File: src/rtc_timer_alarm_regs.svh
// Register offsets, field positions, reset values and timing counts of the RTC core.
// Assumes a 10 MHz system clock and byte addresses on an 8-bit AXI4-Lite address.
`ifndef RTC_TIMER_ALARM_REGS_SVH
`define RTC_TIMER_ALARM_REGS_SVH

// ----------------------------------------------------------------------------
// Register byte offsets
// ----------------------------------------------------------------------------
`define RTC_CTRL_OFS     8'h00
`define RTC_STATUS_OFS   8'h04
`define RTC_HOLD_OFS     8'h08
`define RTC_ALARM_OFS    8'h0C
`define RTC_ISTAT_OFS    8'h10
`define RTC_IMASK_OFS    8'h14
`define RTC_EVCFG_OFS    8'h18

// ----------------------------------------------------------------------------
// Control register fields
// ----------------------------------------------------------------------------
`define RTC_CTRL_W       9
`define RTC_RUN_BIT      0
`define RTC_AUTORST_BIT  1
`define RTC_FAST_BIT     2
`define RTC_MISSING_CLOCK_ENABLE_BIT   3
`define RTC_SET_BIT      4
`define RTC_CAP_BIT      5
`define RTC_BIAS_DOUBLING_BIT   6
`define RTC_XTALEN_BIT   7
`define RTC_ALRMEN_BIT   8
`define RTC_CTRL_RST     9'h000

// ----------------------------------------------------------------------------
// Status, event and configuration fields
// ----------------------------------------------------------------------------
`define RTC_EV_W         2
`define RTC_EV_ALARM     0
`define RTC_EV_FAIL      1
`define RTC_ST_FAIL_BIT  0
`define RTC_ST_VALID_BIT 1
`define RTC_ST_MATCH_BIT 2
`define RTC_CFG_W        4
`define RTC_EV_RST       2'h0
`define RTC_CFG_RST      4'h0
`define RTC_WORD_RST     32'h0000_0000
`define RTC_RESP_OKAY    2'h0
`define RTC_RESP_SLVERR  2'h2

// ----------------------------------------------------------------------------
// Timing
// ----------------------------------------------------------------------------
`define RTC_CLK_PERIOD_NS 100
`define RTC_MCD_TIMEOUT_US 100
`define RTC_MCD_CYC ((`RTC_MCD_TIMEOUT_US * 1000 + `RTC_CLK_PERIOD_NS - 1) / `RTC_CLK_PERIOD_NS)
`define RTC_MCD_W        11
`define RTC_BLANK_MS     2
`define RTC_BLANK_CYC ((`RTC_BLANK_MS * 1000000 + `RTC_CLK_PERIOD_NS - 1) / `RTC_CLK_PERIOD_NS)

`endif

File: src/rtc_timer_alarm_pkg.sv
// Types shared by the RTC core files.
// Assumes the constants of rtc_timer_alarm_regs.svh for widths.
`default_nettype none
package rtc_timer_alarm_pkg;
  typedef logic [31:0] word_t;
  typedef logic [1:0]  resp_t;
  typedef enum {
    REG_CTRL, REG_STATUS, REG_HOLD, REG_ALARM, REG_ISTAT, REG_IMASK, REG_EVCFG, REG_NONE
  } reg_sel_t;
endpackage
`default_nettype wire

File: src/rtc_missing_clock.sv
// Missing-clock detector: flags a sampled oscillator level that stands too long.
// Assumes oscLevel is already registered in the ref_clk domain.
`include "rtc_timer_alarm_regs.svh"
`default_nettype none
module rtc_missing_clock (
  input  wire logic ref_clk,
  input  wire logic rst_n,
  input  wire logic enable,
  input  wire logic oscLevel,
  output var  logic failPulse
);
  logic [`RTC_MCD_W-1:0] cnt_ff;
  logic [`RTC_MCD_W-1:0] nxt_cnt;
  logic                  last_ff;
  logic                  nxt_last;
  logic                  fired_ff;
  logic                  nxt_fired;
  logic                  pulse_ff;
  logic                  nxt_pulse;

  // Counts cycles since the last level change and fires once per stuck period.
  always_comb begin
    nxt_last  = oscLevel;
    nxt_cnt   = cnt_ff;
    nxt_fired = fired_ff;
    nxt_pulse = 1'b0;
    if (!enable || oscLevel != last_ff) begin
      nxt_cnt   = '0;
      nxt_fired = 1'b0;
    end else if (!fired_ff) begin
      if (cnt_ff == `RTC_MCD_W'(`RTC_MCD_CYC)) begin
        nxt_pulse = 1'b1;
        nxt_fired = 1'b1;
      end else begin
        nxt_cnt = cnt_ff + `RTC_MCD_W'(1);
      end
    end
  end

  // Registers the detector state.
  always_ff @(posedge ref_clk) begin
    if (!rst_n) begin
      cnt_ff   <= '0;
      last_ff  <= 1'b0;
      fired_ff <= 1'b0;
      pulse_ff <= 1'b0;
    end else begin
      cnt_ff   <= nxt_cnt;
      last_ff  <= nxt_last;
      fired_ff <= nxt_fired;
      pulse_ff <= nxt_pulse;
    end
  end

  assign failPulse = pulse_ff;
endmodule
`default_nettype wire

File: src/rtc_timer_alarm.sv
// RTC timer core with alarm, auto reset, set/capture transfers, missing-clock
// detector and crystal-valid status, reached over an AXI4-Lite slave.
// Assumes rtcOsc and ampDetect are synchronous to ref_clk and slower than it.
//
// Operation
// - 32-bit counter steps once per oscillator cycle while timer_run is set.
// - Alarm match can raise interrupt, wake request or chip reset request.
// - With auto reset, counter clears one oscillator cycle after match ends.
// - Counter may be set or read while it keeps running.
// - Set request copies holding register into counter, then clears itself.
// - Capture request snapshots counter into holding register, then clears itself.
// - Enabled detector flags oscillator stuck high or low beyond 100 us.
// - Missing clock can raise interrupt, wake request or chip reset request.
// - crystal_valid reads invalid during 2 ms blanking after oscillator start.
// - crystal_valid is forced low while bias_doubling is off.
`include "rtc_timer_alarm_regs.svh"
`default_nettype none
module rtc_timer_alarm #(
  parameter int BLANK_CYCLES = `RTC_BLANK_CYC
) (
  input  wire logic        ref_clk,
  input  wire logic        rst_n,
  input  wire logic        rtcOsc,
  input  wire logic        ampDetect,
  input  wire logic [7:0]  s_axi_awaddr,
  input  wire logic        s_axi_awvalid,
  output var  logic        s_axi_awready,
  input  wire logic [31:0] s_axi_wdata,
  input  wire logic [3:0]  s_axi_wstrb,
  input  wire logic        s_axi_wvalid,
  output var  logic        s_axi_wready,
  output var  logic [1:0]  s_axi_bresp,
  output var  logic        s_axi_bvalid,
  input  wire logic        s_axi_bready,
  input  wire logic [7:0]  s_axi_araddr,
  input  wire logic        s_axi_arvalid,
  output var  logic        s_axi_arready,
  output var  logic [31:0] s_axi_rdata,
  output var  logic [1:0]  s_axi_rresp,
  output var  logic        s_axi_rvalid,
  input  wire logic        s_axi_rready,
  output var  logic        irq,
  output var  logic        wakeReq,
  output var  logic        chipResetReq
);
  // ----------------------------------------------------------------------------
  // Helper functions
  // ----------------------------------------------------------------------------
  // Maps a byte address onto a register selector.
  function automatic rtc_timer_alarm_pkg::reg_sel_t decodeAddr(input logic [7:0] a);
    case (a)
      `RTC_CTRL_OFS:   decodeAddr = rtc_timer_alarm_pkg::REG_CTRL;
      `RTC_STATUS_OFS: decodeAddr = rtc_timer_alarm_pkg::REG_STATUS;
      `RTC_HOLD_OFS:   decodeAddr = rtc_timer_alarm_pkg::REG_HOLD;
      `RTC_ALARM_OFS:  decodeAddr = rtc_timer_alarm_pkg::REG_ALARM;
      `RTC_ISTAT_OFS:  decodeAddr = rtc_timer_alarm_pkg::REG_ISTAT;
      `RTC_IMASK_OFS:  decodeAddr = rtc_timer_alarm_pkg::REG_IMASK;
      `RTC_EVCFG_OFS:  decodeAddr = rtc_timer_alarm_pkg::REG_EVCFG;
      default:         decodeAddr = rtc_timer_alarm_pkg::REG_NONE;
    endcase
  endfunction

  // Merges write data into an old value under the byte strobes.
  function automatic rtc_timer_alarm_pkg::word_t mergeStrb(
    input rtc_timer_alarm_pkg::word_t oldVal,
    input rtc_timer_alarm_pkg::word_t newVal,
    input logic [3:0]                 strb
  );
    mergeStrb = oldVal;
    for (int i = 0; i < 4; i++) begin
      if (strb[i]) begin
        mergeStrb[i*8 +: 8] = newVal[i*8 +: 8];
      end
    end
  endfunction

  // ----------------------------------------------------------------------------
  // State
  // ----------------------------------------------------------------------------
  logic [7:0]                 awAddr_ff, nxt_awAddr;
  logic                       awHeld_ff, nxt_awHeld, wHeld_ff, nxt_wHeld;
  rtc_timer_alarm_pkg::word_t wData_ff, nxt_wData;
  logic [3:0]                 wStrb_ff, nxt_wStrb;
  logic                       awReady_ff, nxt_awReady, wReady_ff, nxt_wReady;
  logic                       bValid_ff, nxt_bValid, arReady_ff, nxt_arReady;
  logic                       rValid_ff, nxt_rValid;
  rtc_timer_alarm_pkg::resp_t bResp_ff, nxt_bResp, rResp_ff, nxt_rResp;
  rtc_timer_alarm_pkg::word_t rData_ff, nxt_rData;
  logic                       doWrite;
  rtc_timer_alarm_pkg::reg_sel_t wSel;
  rtc_timer_alarm_pkg::reg_sel_t rSel;

  logic [`RTC_CTRL_W-1:0]     ctrl_ff, nxt_ctrl;
  logic                       setReq_ff, nxt_setReq, capReq_ff, nxt_capReq;
  rtc_timer_alarm_pkg::word_t cnt_ff, nxt_cnt, hold_ff, nxt_hold, alarm_ff, nxt_alarm;
  logic                       resetPend_ff, nxt_resetPend, matchQ_ff, nxt_matchQ;
  logic                       rtcQ_ff, nxt_rtcQ;
  logic [`RTC_EV_W-1:0]       iStat_ff, nxt_iStat, iMask_ff, nxt_iMask;
  logic [`RTC_CFG_W-1:0]      evCfg_ff, nxt_evCfg;
  rtc_timer_alarm_pkg::word_t blank_ff, nxt_blank;
  logic                       xtalValid_ff, nxt_xtalValid;
  logic                       irq_ff, nxt_irq, wake_ff, nxt_wake, chipRst_ff, nxt_chipRst;
  logic [`RTC_CTRL_W-1:0]     ctrlView;
  logic                       rtcTick, xferNow, match, failPulse;
  logic [`RTC_EV_W-1:0]       events, clr;
  rtc_timer_alarm_pkg::word_t merged, ctrlMerged;

  assign ctrlMerged   = mergeStrb(32'(ctrlView), wData_ff, wStrb_ff);
  assign doWrite      = awHeld_ff && wHeld_ff && !bValid_ff;
  assign wSel         = decodeAddr(awAddr_ff);
  assign rSel         = decodeAddr(s_axi_araddr);

  // Control view with the live transfer request bits.
  always_comb begin
    ctrlView                = ctrl_ff;
    ctrlView[`RTC_SET_BIT]  = setReq_ff;
    ctrlView[`RTC_CAP_BIT]  = capReq_ff;
  end

  // ----------------------------------------------------------------------------
  // AXI4-Lite handshake and read mux
  // ----------------------------------------------------------------------------
  // Address and data are taken in either order; the response follows both.
  always_comb begin
    nxt_awAddr  = awAddr_ff;
    nxt_awHeld  = awHeld_ff;
    nxt_wHeld   = wHeld_ff;
    nxt_wData   = wData_ff;
    nxt_wStrb   = wStrb_ff;
    nxt_bValid  = bValid_ff;
    nxt_bResp   = bResp_ff;
    nxt_rValid  = rValid_ff;
    nxt_rResp   = rResp_ff;
    nxt_rData   = rData_ff;
    if (s_axi_awvalid && awReady_ff) begin
      nxt_awHeld = 1'b1;
      nxt_awAddr = s_axi_awaddr;
    end
    if (s_axi_wvalid && wReady_ff) begin
      nxt_wHeld = 1'b1;
      nxt_wData = s_axi_wdata;
      nxt_wStrb = s_axi_wstrb;
    end
    if (doWrite) begin
      nxt_awHeld = 1'b0;
      nxt_wHeld  = 1'b0;
      nxt_bValid = 1'b1;
      nxt_bResp  = (wSel == rtc_timer_alarm_pkg::REG_NONE ||
                    wSel == rtc_timer_alarm_pkg::REG_STATUS) ?
                   `RTC_RESP_SLVERR : `RTC_RESP_OKAY;
    end else if (bValid_ff && s_axi_bready) begin
      nxt_bValid = 1'b0;
    end
    if (s_axi_arvalid && arReady_ff) begin
      nxt_rValid = 1'b1;
      nxt_rResp  = `RTC_RESP_OKAY;
      nxt_rData  = `RTC_WORD_RST;
      case (rSel)
        rtc_timer_alarm_pkg::REG_CTRL:   nxt_rData[`RTC_CTRL_W-1:0] = ctrlView;
        rtc_timer_alarm_pkg::REG_STATUS: begin
          nxt_rData[`RTC_ST_FAIL_BIT]  = iStat_ff[`RTC_EV_FAIL];
          nxt_rData[`RTC_ST_VALID_BIT] = xtalValid_ff;
          nxt_rData[`RTC_ST_MATCH_BIT] = matchQ_ff;
        end
        rtc_timer_alarm_pkg::REG_HOLD:   nxt_rData = hold_ff;
        rtc_timer_alarm_pkg::REG_ALARM:  nxt_rData = alarm_ff;
        rtc_timer_alarm_pkg::REG_ISTAT:  nxt_rData[`RTC_EV_W-1:0] = iStat_ff;
        rtc_timer_alarm_pkg::REG_IMASK:  nxt_rData[`RTC_EV_W-1:0] = iMask_ff;
        rtc_timer_alarm_pkg::REG_EVCFG:  nxt_rData[`RTC_CFG_W-1:0] = evCfg_ff;
        default:                         nxt_rResp = `RTC_RESP_SLVERR;
      endcase
    end else if (rValid_ff && s_axi_rready) begin
      nxt_rValid = 1'b0;
    end
    nxt_awReady = !nxt_awHeld && !nxt_bValid;
    nxt_wReady  = !nxt_wHeld && !nxt_bValid;
    nxt_arReady = !nxt_rValid;
  end

  // Registers the bus handshake state.
  always_ff @(posedge ref_clk) begin
    if (!rst_n) begin
      awAddr_ff  <= 8'h00;
      awHeld_ff  <= 1'b0;
      wHeld_ff   <= 1'b0;
      wData_ff   <= `RTC_WORD_RST;
      wStrb_ff   <= 4'h0;
      bValid_ff  <= 1'b0;
      bResp_ff   <= `RTC_RESP_OKAY;
      rValid_ff  <= 1'b0;
      rResp_ff   <= `RTC_RESP_OKAY;
      rData_ff   <= `RTC_WORD_RST;
      awReady_ff <= 1'b0;
      wReady_ff  <= 1'b0;
      arReady_ff <= 1'b0;
    end else begin
      awAddr_ff  <= nxt_awAddr;
      awHeld_ff  <= nxt_awHeld;
      wHeld_ff   <= nxt_wHeld;
      wData_ff   <= nxt_wData;
      wStrb_ff   <= nxt_wStrb;
      bValid_ff  <= nxt_bValid;
      bResp_ff   <= nxt_bResp;
      rValid_ff  <= nxt_rValid;
      rResp_ff   <= nxt_rResp;
      rData_ff   <= nxt_rData;
      awReady_ff <= nxt_awReady;
      wReady_ff  <= nxt_wReady;
      arReady_ff <= nxt_arReady;
    end
  end

  // ----------------------------------------------------------------------------
  // Timer, transfers, events and interrupt logic
  // ----------------------------------------------------------------------------
  rtc_missing_clock u_mcd (
    .ref_clk   (ref_clk),
    .rst_n     (rst_n),
    .enable    (ctrl_ff[`RTC_MISSING_CLOCK_ENABLE_BIT]),
    .oscLevel  (rtcQ_ff),
    .failPulse (failPulse)
  );

  assign rtcTick = rtcOsc && !rtcQ_ff; // One ref_clk cycle per oscillator cycle.
  assign xferNow = ctrl_ff[`RTC_FAST_BIT] ? 1'b1 : rtcTick; // Fast mode uses system clock.
  assign match   = ctrl_ff[`RTC_ALRMEN_BIT] && (cnt_ff == alarm_ff);
  assign merged  = mergeStrb(`RTC_WORD_RST, wData_ff, wStrb_ff);

  // Computes the next timer and register state; hardware sets win over clears.
  always_comb begin
    nxt_ctrl      = ctrl_ff;
    nxt_setReq    = setReq_ff;
    nxt_capReq    = capReq_ff;
    nxt_cnt       = cnt_ff;
    nxt_hold      = hold_ff;
    nxt_alarm     = alarm_ff;
    nxt_resetPend = resetPend_ff;
    nxt_matchQ    = match;
    nxt_rtcQ      = rtcOsc;
    nxt_iMask     = iMask_ff;
    nxt_evCfg     = evCfg_ff;
    nxt_blank     = blank_ff;
    clr           = '0;
    if (doWrite) begin
      case (wSel)
        rtc_timer_alarm_pkg::REG_CTRL: begin
          nxt_ctrl = ctrlMerged[`RTC_CTRL_W-1:0];
          if (nxt_ctrl[`RTC_SET_BIT]) nxt_setReq = 1'b1;
          if (nxt_ctrl[`RTC_CAP_BIT]) nxt_capReq = 1'b1;
          nxt_ctrl[`RTC_SET_BIT] = 1'b0;
          nxt_ctrl[`RTC_CAP_BIT] = 1'b0;
        end
        rtc_timer_alarm_pkg::REG_HOLD:  nxt_hold  = mergeStrb(hold_ff, wData_ff, wStrb_ff);
        rtc_timer_alarm_pkg::REG_ALARM: nxt_alarm = mergeStrb(alarm_ff, wData_ff, wStrb_ff);
        rtc_timer_alarm_pkg::REG_ISTAT: clr       = merged[`RTC_EV_W-1:0];
        rtc_timer_alarm_pkg::REG_IMASK: nxt_iMask = merged[`RTC_EV_W-1:0];
        rtc_timer_alarm_pkg::REG_EVCFG: nxt_evCfg = merged[`RTC_CFG_W-1:0];
        default: ;
      endcase
    end
    // Counting: a pending auto reset replaces one increment with a clear.
    if (rtcTick && ctrl_ff[`RTC_RUN_BIT]) begin
      if (resetPend_ff) begin
        nxt_cnt       = `RTC_WORD_RST;
        nxt_resetPend = 1'b0;
      end else begin
        nxt_cnt       = cnt_ff + 32'h0000_0001;
        nxt_resetPend = ctrl_ff[`RTC_AUTORST_BIT] && match;
      end
    end
    // Transfers run beside counting, so the counter never has to stop.
    if (setReq_ff && xferNow) begin
      nxt_cnt       = hold_ff;
      nxt_resetPend = 1'b0;
      nxt_setReq    = 1'b0;
    end
    if (capReq_ff && xferNow) begin
      nxt_hold   = cnt_ff;
      nxt_capReq = 1'b0;
    end
    // Blanking restarts whenever the crystal oscillator is off.
    if (!ctrl_ff[`RTC_XTALEN_BIT]) begin
      nxt_blank = `RTC_WORD_RST;
    end else if (blank_ff != 32'(BLANK_CYCLES)) begin
      nxt_blank = blank_ff + 32'h0000_0001;
    end
    nxt_xtalValid = ctrl_ff[`RTC_BIAS_DOUBLING_BIT] && ctrl_ff[`RTC_XTALEN_BIT] &&
                    (blank_ff == 32'(BLANK_CYCLES)) && ampDetect;
    events                = '0;
    events[`RTC_EV_ALARM] = match && !matchQ_ff;
    events[`RTC_EV_FAIL]  = failPulse;
    nxt_iStat   = (iStat_ff & ~clr) | events;
    nxt_irq     = |(nxt_iStat & iMask_ff);
    nxt_wake    = |(nxt_iStat & evCfg_ff[`RTC_EV_W-1:0]);
    nxt_chipRst = |(events & evCfg_ff[`RTC_CFG_W-1:`RTC_EV_W]);
  end

  // Registers the timer and register state.
  always_ff @(posedge ref_clk) begin
    if (!rst_n) begin
      ctrl_ff      <= `RTC_CTRL_RST;
      setReq_ff    <= 1'b0;
      capReq_ff    <= 1'b0;
      cnt_ff       <= `RTC_WORD_RST;
      hold_ff      <= `RTC_WORD_RST;
      alarm_ff     <= `RTC_WORD_RST;
      resetPend_ff <= 1'b0;
      matchQ_ff    <= 1'b0;
      rtcQ_ff      <= 1'b0;
      iStat_ff     <= `RTC_EV_RST;
      iMask_ff     <= `RTC_EV_RST;
      evCfg_ff     <= `RTC_CFG_RST;
      blank_ff     <= `RTC_WORD_RST;
      xtalValid_ff <= 1'b0;
      irq_ff       <= 1'b0;
      wake_ff      <= 1'b0;
      chipRst_ff   <= 1'b0;
    end else begin
      ctrl_ff      <= nxt_ctrl;
      setReq_ff    <= nxt_setReq;
      capReq_ff    <= nxt_capReq;
      cnt_ff       <= nxt_cnt;
      hold_ff      <= nxt_hold;
      alarm_ff     <= nxt_alarm;
      resetPend_ff <= nxt_resetPend;
      matchQ_ff    <= nxt_matchQ;
      rtcQ_ff      <= nxt_rtcQ;
      iStat_ff     <= nxt_iStat;
      iMask_ff     <= nxt_iMask;
      evCfg_ff     <= nxt_evCfg;
      blank_ff     <= nxt_blank;
      xtalValid_ff <= nxt_xtalValid;
      irq_ff       <= nxt_irq;
      wake_ff      <= nxt_wake;
      chipRst_ff   <= nxt_chipRst;
    end
  end

  // Output ports straight from flip-flops.
  assign s_axi_awready = awReady_ff;
  assign s_axi_wready  = wReady_ff;
  assign s_axi_bresp   = bResp_ff;
  assign s_axi_bvalid  = bValid_ff;
  assign s_axi_arready = arReady_ff;
  assign s_axi_rdata   = rData_ff;
  assign s_axi_rresp   = rResp_ff;
  assign s_axi_rvalid  = rValid_ff;
  assign irq           = irq_ff;
  assign wakeReq       = wake_ff;
  assign chipResetReq  = chipRst_ff;
endmodule
`default_nettype wire

File: config.mk
export PLATFORM = sky130hd
export DESIGN_NAME = rtc_timer_alarm
export DESIGN_NICKNAME = d
export VERILOG_FILES = /design/src/rtc_timer_alarm_pkg.sv /design/src/rtc_missing_clock.sv /design/src/rtc_timer_alarm.sv
export VERILOG_INCLUDE_DIRS = /design/src
export SDC_FILE = /design/constraint.sdc
export NUM_CORES = 1
export LEC_CHECK = 0
export BUFFER_PORTS_ARGS = -buffer_cell sky130_fd_sc_hd__buf_4
export CORE_ASPECT_RATIO = 0.5
export CORE_UTILIZATION = 35
export CTS_CLUSTER_DIAMETER = 30
export DETAILED_ROUTE_END_ITERATION = 10
export PLACE_DENSITY = 0.5
export SLEW_MARGIN = 30
export SYNTH_ARGS = -nofsm -noshare
export SYNTH_HDL_FRONTEND = slang
export SYNTH_SLANG_ARGS = --single-unit
File: constraint.sdc
create_clock -name ref_clk -period 2 [get_ports ref_clk]
set_input_delay 0.4 -clock ref_clk [delete_from_list [all_inputs] [get_ports ref_clk]]
set_output_delay 0.4 -clock ref_clk [all_outputs]
set_load 0.01 [all_outputs]
==> run metrics, run 1 <==
worst r2r dst hold_ff[11]; Detailed Place HPWL 25700 µm; register area 0.00503 mm²; reg2reg setup slack -0.14 ns; commonest cells in the netlist dfxtp_1 (251), nand2_1 (204), nor2_1 (122), o21ai_0 (105), a21oi_1 (77); clock skew 0.0232 ns; Final Hold Fails 0; CP Cell Sequence or4_4 > or4_4 > buf_6 > o21ai_4 > buf_12 > o211ai_1 > o211a_1; PortBufs 102; slew at the pin with the worst max-slew slack 0.589 ns; CP max FO 14; floorplan row count 46; failing checks setup timing; Worst Hold Depth 3; fin area 0.0150 mm²; Clk Latency, worst-skew pair 0.54 ns; share of layout cells above drive strength 1 0.214; final worst slack -0.139 ns; multi-input logic area 0.00604 mm²; crit path capture type flip-flop; Routed WL per cell 18.0 µm; register area share after synthesis 0.440; worst hold path class in -> reg; synthesized area per cell 8.29 µm²; TritonCTS buffer count 43; Die Y-Extent 130 µm; worst r2r path cells 7; Root Buffer clkbuf_16; Mapped Area 0.0114 mm²; most frequent cell on the critical path or4_4; most common cell in the synthesized netlist dfxtp_1; peak supply drop 638 µV; core area 0.0319 mm²; CP top delay family simple AND/OR/NAND/NOR gates; Clock Sinks 251; max layer used met5; pwr/cell area 883 mW/mm²; ys flop type dfxtp_1; worst path arrival time 2.56 ns; Starting Density 0.358; Final Util 0.470; GPL Wtd Cong 0.904; Worst path max stage delay 0.56 ns; met3 routed WL 1850 µm; async set or reset register ratio after synthesis 0; Final ANT Viol Nets 0; # DRC 0; Iter 0 DRT Violations 738; Layout Nets 1607; CTS H-tree lvls 2; Buf/Inv on CP 2; first-pass GRT wire length 56800 µm; synth top area cells dfxtp_1 (44%), nand2_1 (6.7%), xnor2_1 (5.3%), o21ai_0 (4.6%), nor2_1 (4.0%); Clk pin slew, worst setup/hold paths 0.05 ns; via count 10489; GRT overflow 0; DRT met1 WL 18100 µm; WL met2 15500 µm; die area 0.0334 mm²; Worst EP required 2.42 ns; CTS tree done; initial antenna violation count 0; area delta synth->final 31.3%; final setup fails 42; gr usage total 0.216; hold buffer count at CTS 0; number of library cell types mapped by synthesis 69; critical path type reg -> reg; number of global-route vias before repair 10101; Hold WS 0.101 ns; # fillers 3141; CTS Buffer Depth 3; P_leak 5.47 nW; leading area contributor after synthesis dfxtp_1; Routed WL 36100 µm; via/cell ratio 5.23; Max Freq 467 MHz; setup tns final -4.17 ns; EDFF count, synth 0; Tcrit/Tclk final 1.07; relative slew slack 0.606; # IOs 105; placed instance area 0.0132 mm²; die width 257 µm; Slowest-stage cell, CP or4_4; final slew viol count 0; Mapped Cells 1376; RSZ-0062 raised after global routing true; status finished, violations left; maxcap violations 0; nature of the critical path startpoint flip-flop; Synth top area share 0.440; Yosys reg bits 251; hold path start s_axi_wdata[8]; largest net degree at the start of global routing 46; WHS Endpoint wData_ff[8]; Final Critical Period 2.14 ns; worst r2r src awAddr_ff[1]; synthesis warning total 0; Pre-Repair DR Iteration Count 5
==> per-layer routing <==
metal	vias up	global-route usage
met4	2	0.0512
met2	240	0.328
li1	5186	-
met5	-	0.0181
met3	51	0.0450
met1	5010	0.311
==> power by group <==
| part | internal, mW | leakage, nW | switching [mW] |
|---|---|---|---|
| registers | 5.10 | 2.03 | 0.0872 |
| logic | 0.274 | 2.72 | 0.359 |
| clock network | 4.78 | 0.715 | 2.62 |
==> flip-flops by register name (all words and copies together) (netlist names), 2 cells and up <==
signal,cells
iStat_ff,2
evCfg_ff,4
blank_ff,32
wStrb_ff,4
wData_ff,32
ctrl_ff,7
alarm_ff,32
s_axi_rdata,32
iMask_ff,2
awAddr_ff,8
hold_ff,32
cnt_ff,32
u_mcd.cnt_ff,11
==> layout make-up <==
cell class	count	share of cell area
diodes	1	0.000167
clock inverters	24	0.0170
well taps	432	0.0361
multi-input cells	1000	0.403
flip-flops and latches	251	0.336
inverters	31	0.00777
repair buffers	214	0.120
clock buffers	53	0.0798
==> what timing repair did <==
action / CTS / global route
pin swaps: 6 / 14
buffers inserted: 4 / 4
endpoints found under the hold margin: 0 / 0
resized for setup: 7 / 41
gates cloned: 1 / 0
setup endpoints to repair: 39 / 64
==> worst max path at each step <==
stage / startpoint / end / depth (start not counted)
after detailed placement: s_axi_araddr[5] / s_axi_rdata[8] / 8
after global placement: s_axi_araddr[5] / s_axi_rdata[7] / 8
final: awAddr_ff[1] / hold_ff[11] / 7
after CTS: awAddr_ff[1] / hold_ff[24] / 7
after global routing: awAddr_ff[1] / hold_ff[11] / 7
after floorplan: awAddr_ff[1] / ctrl_ff[2] / 6
==> worst reg2reg max path: stages (launching register included) <==
cell and delay (ns):
dfxtp_1 0.31, or4_4 0.56, or4_4 0.47, buf_6 0.16
o21ai_4 0.14, buf_12 0.16, o211ai_1 0.10, o211a_1 0.14
==> stage by stage <==
stage          power [mW]  instances  setup slack [ns]
6_report             13.2       2006            -0.139
5_1_grt              13.7       2005            -0.217
2_1_floorplan        5.58       1377            -0.116
4_1_cts              13.3       2001            -0.169
3_3_place_gp         5.90       1919            -0.167
3_5_place_dp         5.90       1919            -0.235
==> layout by cell type, fill, tap and decap left out, drive strengths merged, types with 5 or more instances in the layout <==
cell type  count
dfxtp        251
buf          214
nand2        204
nor2         122
o21ai        110
a21oi         77
nand3         72
xnor2         69
clkbuf        53
mux2i         42
nand4         38
inv           35
nor3          27
a211oi        25
xor2          24
nor4          24
a221oi        23
and2          15
clkinv        13
and3          11
and4          10
a21o           9
a22oi          8
o221ai         7
nor4b          7
nor2b          5
or3            5
nand2b         5
ha             5
==> cell families after synthesis <==
group	Yosys count	synth area share
multiplexers	44	0.0398
flip-flops	251	0.440
XOR/XNOR	93	0.0714
other	1	0.000329
adder cells (fa/ha/maj)	5	0.00548
AND/OR/NAND/NOR	565	0.237
AO/OA/AOI/OAI	291	0.159
buffers and inverters	126	0.0463
Note: power is estimated with default switching activity, not from simulation.
==> run 2: changes to the inputs <==
Settings changed: CTS_BUF_LIST set to sky130_fd_sc_hd__clkbuf_8.
==> run 2 against run 1 <==
  * Critical endpoint unchanged
  * Power is 16% lower
  * Clock power is 29% lower
  * Largest cell class unchanged
  * Setup slack worse by 0.023 ns
  * Via count hardly changed
  * The run still ends with setup timing left
  * Cell area is 3.0% lower
  * Largest power group unchanged
  * Clock skew is 0.0032 ns higher
==> run metrics, run 2 (synthesis results as in run 1) <==
Iter 0 DRT Violations 703 (was 738); Comb pwr share 0.058 (was 0.048); die width 257 µm (unchanged); nature of the critical path startpoint flip-flop (unchanged); TritonCTS buffer count 43 (unchanged); Worst Setup SP awAddr_ff[1] (unchanged); die area 0.0334 mm² (unchanged); Seq pwr share 0.467 (was 0.392); final setup fails 44 (was 42); Clk pwr share 0.475 (was 0.560); Root Buffer clkbuf_8 (was clkbuf_16); Sw Share 0.245 (was 0.232); floorplan row count 46 (unchanged); Worst path max stage delay 0.56 ns (about the same); internal power 8.37 mW (was 10.2 mW); GPL Wtd Cong 0.904 (unchanged); CP max FO 14 (unchanged); # fillers 3187 (was 3141); CTS tree done (unchanged); Slowest-stage cell, CP or4_4 (unchanged); maxcap violations 0 (unchanged); slew at the pin with the worst max-slew slack 0.576 ns (was 0.589 ns); Routed WL per cell 18.0 µm (about the same); Pre-Repair DR Iteration Count 5 (unchanged); Final Hold Fails 0 (unchanged); first-pass GRT wire length 56400 µm (was 56800 µm); GRT overflow 0 (unchanged); # DRC 0 (unchanged); Die Y-Extent 130 µm (unchanged); PortBufs 102 (unchanged); final slew viol count 0 (unchanged); peak supply drop 435 µV (was 638 µV); core area 0.0319 mm² (unchanged); initial antenna violation count 1 (was 0); CP Cell Sequence or4_4 > or4_4 > buf_6 > o21ai_4 > buf_12 > o211ai_1 > o211a_1 (unchanged); crit path capture type flip-flop (unchanged); area delta synth->final 27.4% (was 31.3%); share of layout cells above drive strength 1 0.211 (was 0.214); Worst EP required 2.46 ns (was 2.42 ns); Starting Density 0.358 (unchanged); CTS Buffer Depth 3 (unchanged); critical path type reg -> reg (unchanged); gr usage total 0.215 (was 0.216); hold buffer count at CTS 0 (unchanged); leading cell type in the layout, fill and taps excluded dfxtp_1 (unchanged); via/cell ratio 5.21 (was 5.23); fin cells 2011 (was 2006); Clock Sinks 251 (unchanged); Final Critical Period 2.16 ns (was 2.14 ns); most frequent cell on the critical path or4_4 (unchanged); Layout Nets 1610 (was 1607); via count 10486 (was 10489); Detailed Place HPWL 25700 µm (unchanged); sw power 2.72 mW (was 3.07 mW); Final ANT Viol Nets 0 (unchanged); failing checks setup timing (unchanged); setup tns final -4.76 ns (was -4.17 ns); P_leak 5.31 nW (was 5.47 nW); reg2reg setup slack -0.16 ns (was -0.14 ns); most frequent cells in the layout dfxtp_1 (249), nand2_1 (204), buf_4 (198), nor2_1 (121), o21ai_0 (102) (was dfxtp_1 (249), nand2_1 (204), buf_4 (195), nor2_1 (119), o21ai_0 (101)); Tcrit/Tclk final 1.08 (was 1.07); largest net degree at the start of global routing 46 (unchanged); Routed WL 36200 µm (was 36100 µm); worst hold path class in -> reg (unchanged); # IOs 105 (unchanged); Clk pin slew, worst setup/hold paths 0.07 ns (was 0.05 ns); clock skew 0.0264 ns (was 0.0232 ns); worst r2r dst hold_ff[11] (unchanged); Final Util 0.456 (was 0.470); worst r2r src awAddr_ff[1] (unchanged); status finished, violations left (unchanged); worst setup path end hold_ff[11] (unchanged); worst path arrival time 2.62 ns (was 2.56 ns); number of global-route vias before repair 10026 (was 10101); Hold WS 0.0528 ns (was 0.101 ns); final worst slack -0.162 ns (was -0.139 ns); Max Freq 463 MHz (was 467 MHz); total power 11.1 mW (was 13.2 mW); RSZ-0062 raised after global routing true (unchanged); dpl cells 1919 (unchanged); relative slew slack 0.615 (was 0.606); pwr/cell area 763 mW/mm² (was 883 mW/mm²); Clk Latency, worst-skew pair 0.59 ns (was 0.54 ns); worst r2r path cells 7 (unchanged); CTS H-tree lvls 2 (unchanged)
-- run 2: changes by cell type in the layout (fill, tap and decap cells not counted), moves of 2 or more --
| cell | change |
|---|---|
| inv_1 | +10 |
| buf_4 | +3 |
| clkinv_4 | -2 |
| nor2_1 | +2 |
| clkinvlp_4 | -2 |
| nor2_2 | -2 |
| clkbuf_1 | -4 |
| clkbuf_8 | +51 |
| inv_6 | -3 |
| clkinv_2 | -4 |
| clkbuf_16 | -45 |
-- run 2: repair_timing --
item                                    CTS  global route
gates resized for setup                   6            39
cloned                                    1             0
endpoints found under the setup margin   39            62
buffers inserted                          4             7
pin swaps                                 6            13
-- run 2: worst max-delay path, delay by kind of cell, from the launching register on --
family | cells | cell delay, ns
compound gates | 3 | 0.37
buf+inv | 2 | 0.31
simple gates | 2 | 1.03
flops | 1 | 0.31
-- run 2: final cells by class --
| class | instances | area (µm²) | area share |
|---|---|---|---|
| timing repair buffer | 217 | 1830 | 0.126 |
| clock buffer | 55 | 757 | 0.0521 |
| sequential | 251 | 5030 | 0.346 |
| antenna | 2 | 5.00 | 0.000344 |
| clock inverter | 23 | 213 | 0.0146 |
| inverter | 31 | 116 | 0.00800 |
| tap | 432 | 541 | 0.0372 |
| multi-input combinational | 1000 | 6050 | 0.416 |
-- run 2: per-stage QoR --
| stage | cell area, µm² | worst slack (ns) |
|---|---|---|
| after CTS | 14300 | -0.178 |
| after global placement | 13200 | -0.167 |
| after floorplan | 11400 | -0.116 |
| after detailed placement | 13200 | -0.235 |
| final | 14500 | -0.162 |
| after global routing | 14500 | -0.214 |
-- run 2: how the worst min path moves through the flow --
stage              startpoint         endpoint  slack [ns]  cells past startpoint
3_3_place_gp     awAddr_ff[1]     awAddr_ff[1]        0.45                      2
3_5_place_dp   u_mcd.fired_ff  u_mcd.failPulse        0.45                      1
4_1_cts        s_axi_wdata[8]      wData_ff[8]       0.006                      3
6_report       s_axi_wdata[8]      wData_ff[8]        0.05                      3
2_1_floorplan       awHeld_ff    s_axi_awready        0.42                      1
5_1_grt        s_axi_wdata[8]      wData_ff[8]        0.03                      3
-- run 2: power by group through the flow --
| stage | Sequential (mW) | Combinational (mW) | Clock (mW) |
|---|---|---|---|
| 6_report | 5.18 | 0.639 | 5.27 |
| 5_1_grt | 5.19 | 0.702 | 5.64 |
| 4_1_cts | 5.18 | 0.617 | 5.40 |
| 3_5_place_dp | 5.29 | 0.613 | 0 |
| 3_3_place_gp | 5.29 | 0.608 | 0 |
| 2_1_floorplan | 5.28 | 0.302 | 0 |
-- run 2: routing by layer --
layer	up-vias	routed length, µm	track usage
li1	5189	-	-
met1	4992	18200	0.311
met2	264	15500	0.323
met3	41	2050	0.0511
met4	0	487	0.0480
met5	-	0	0
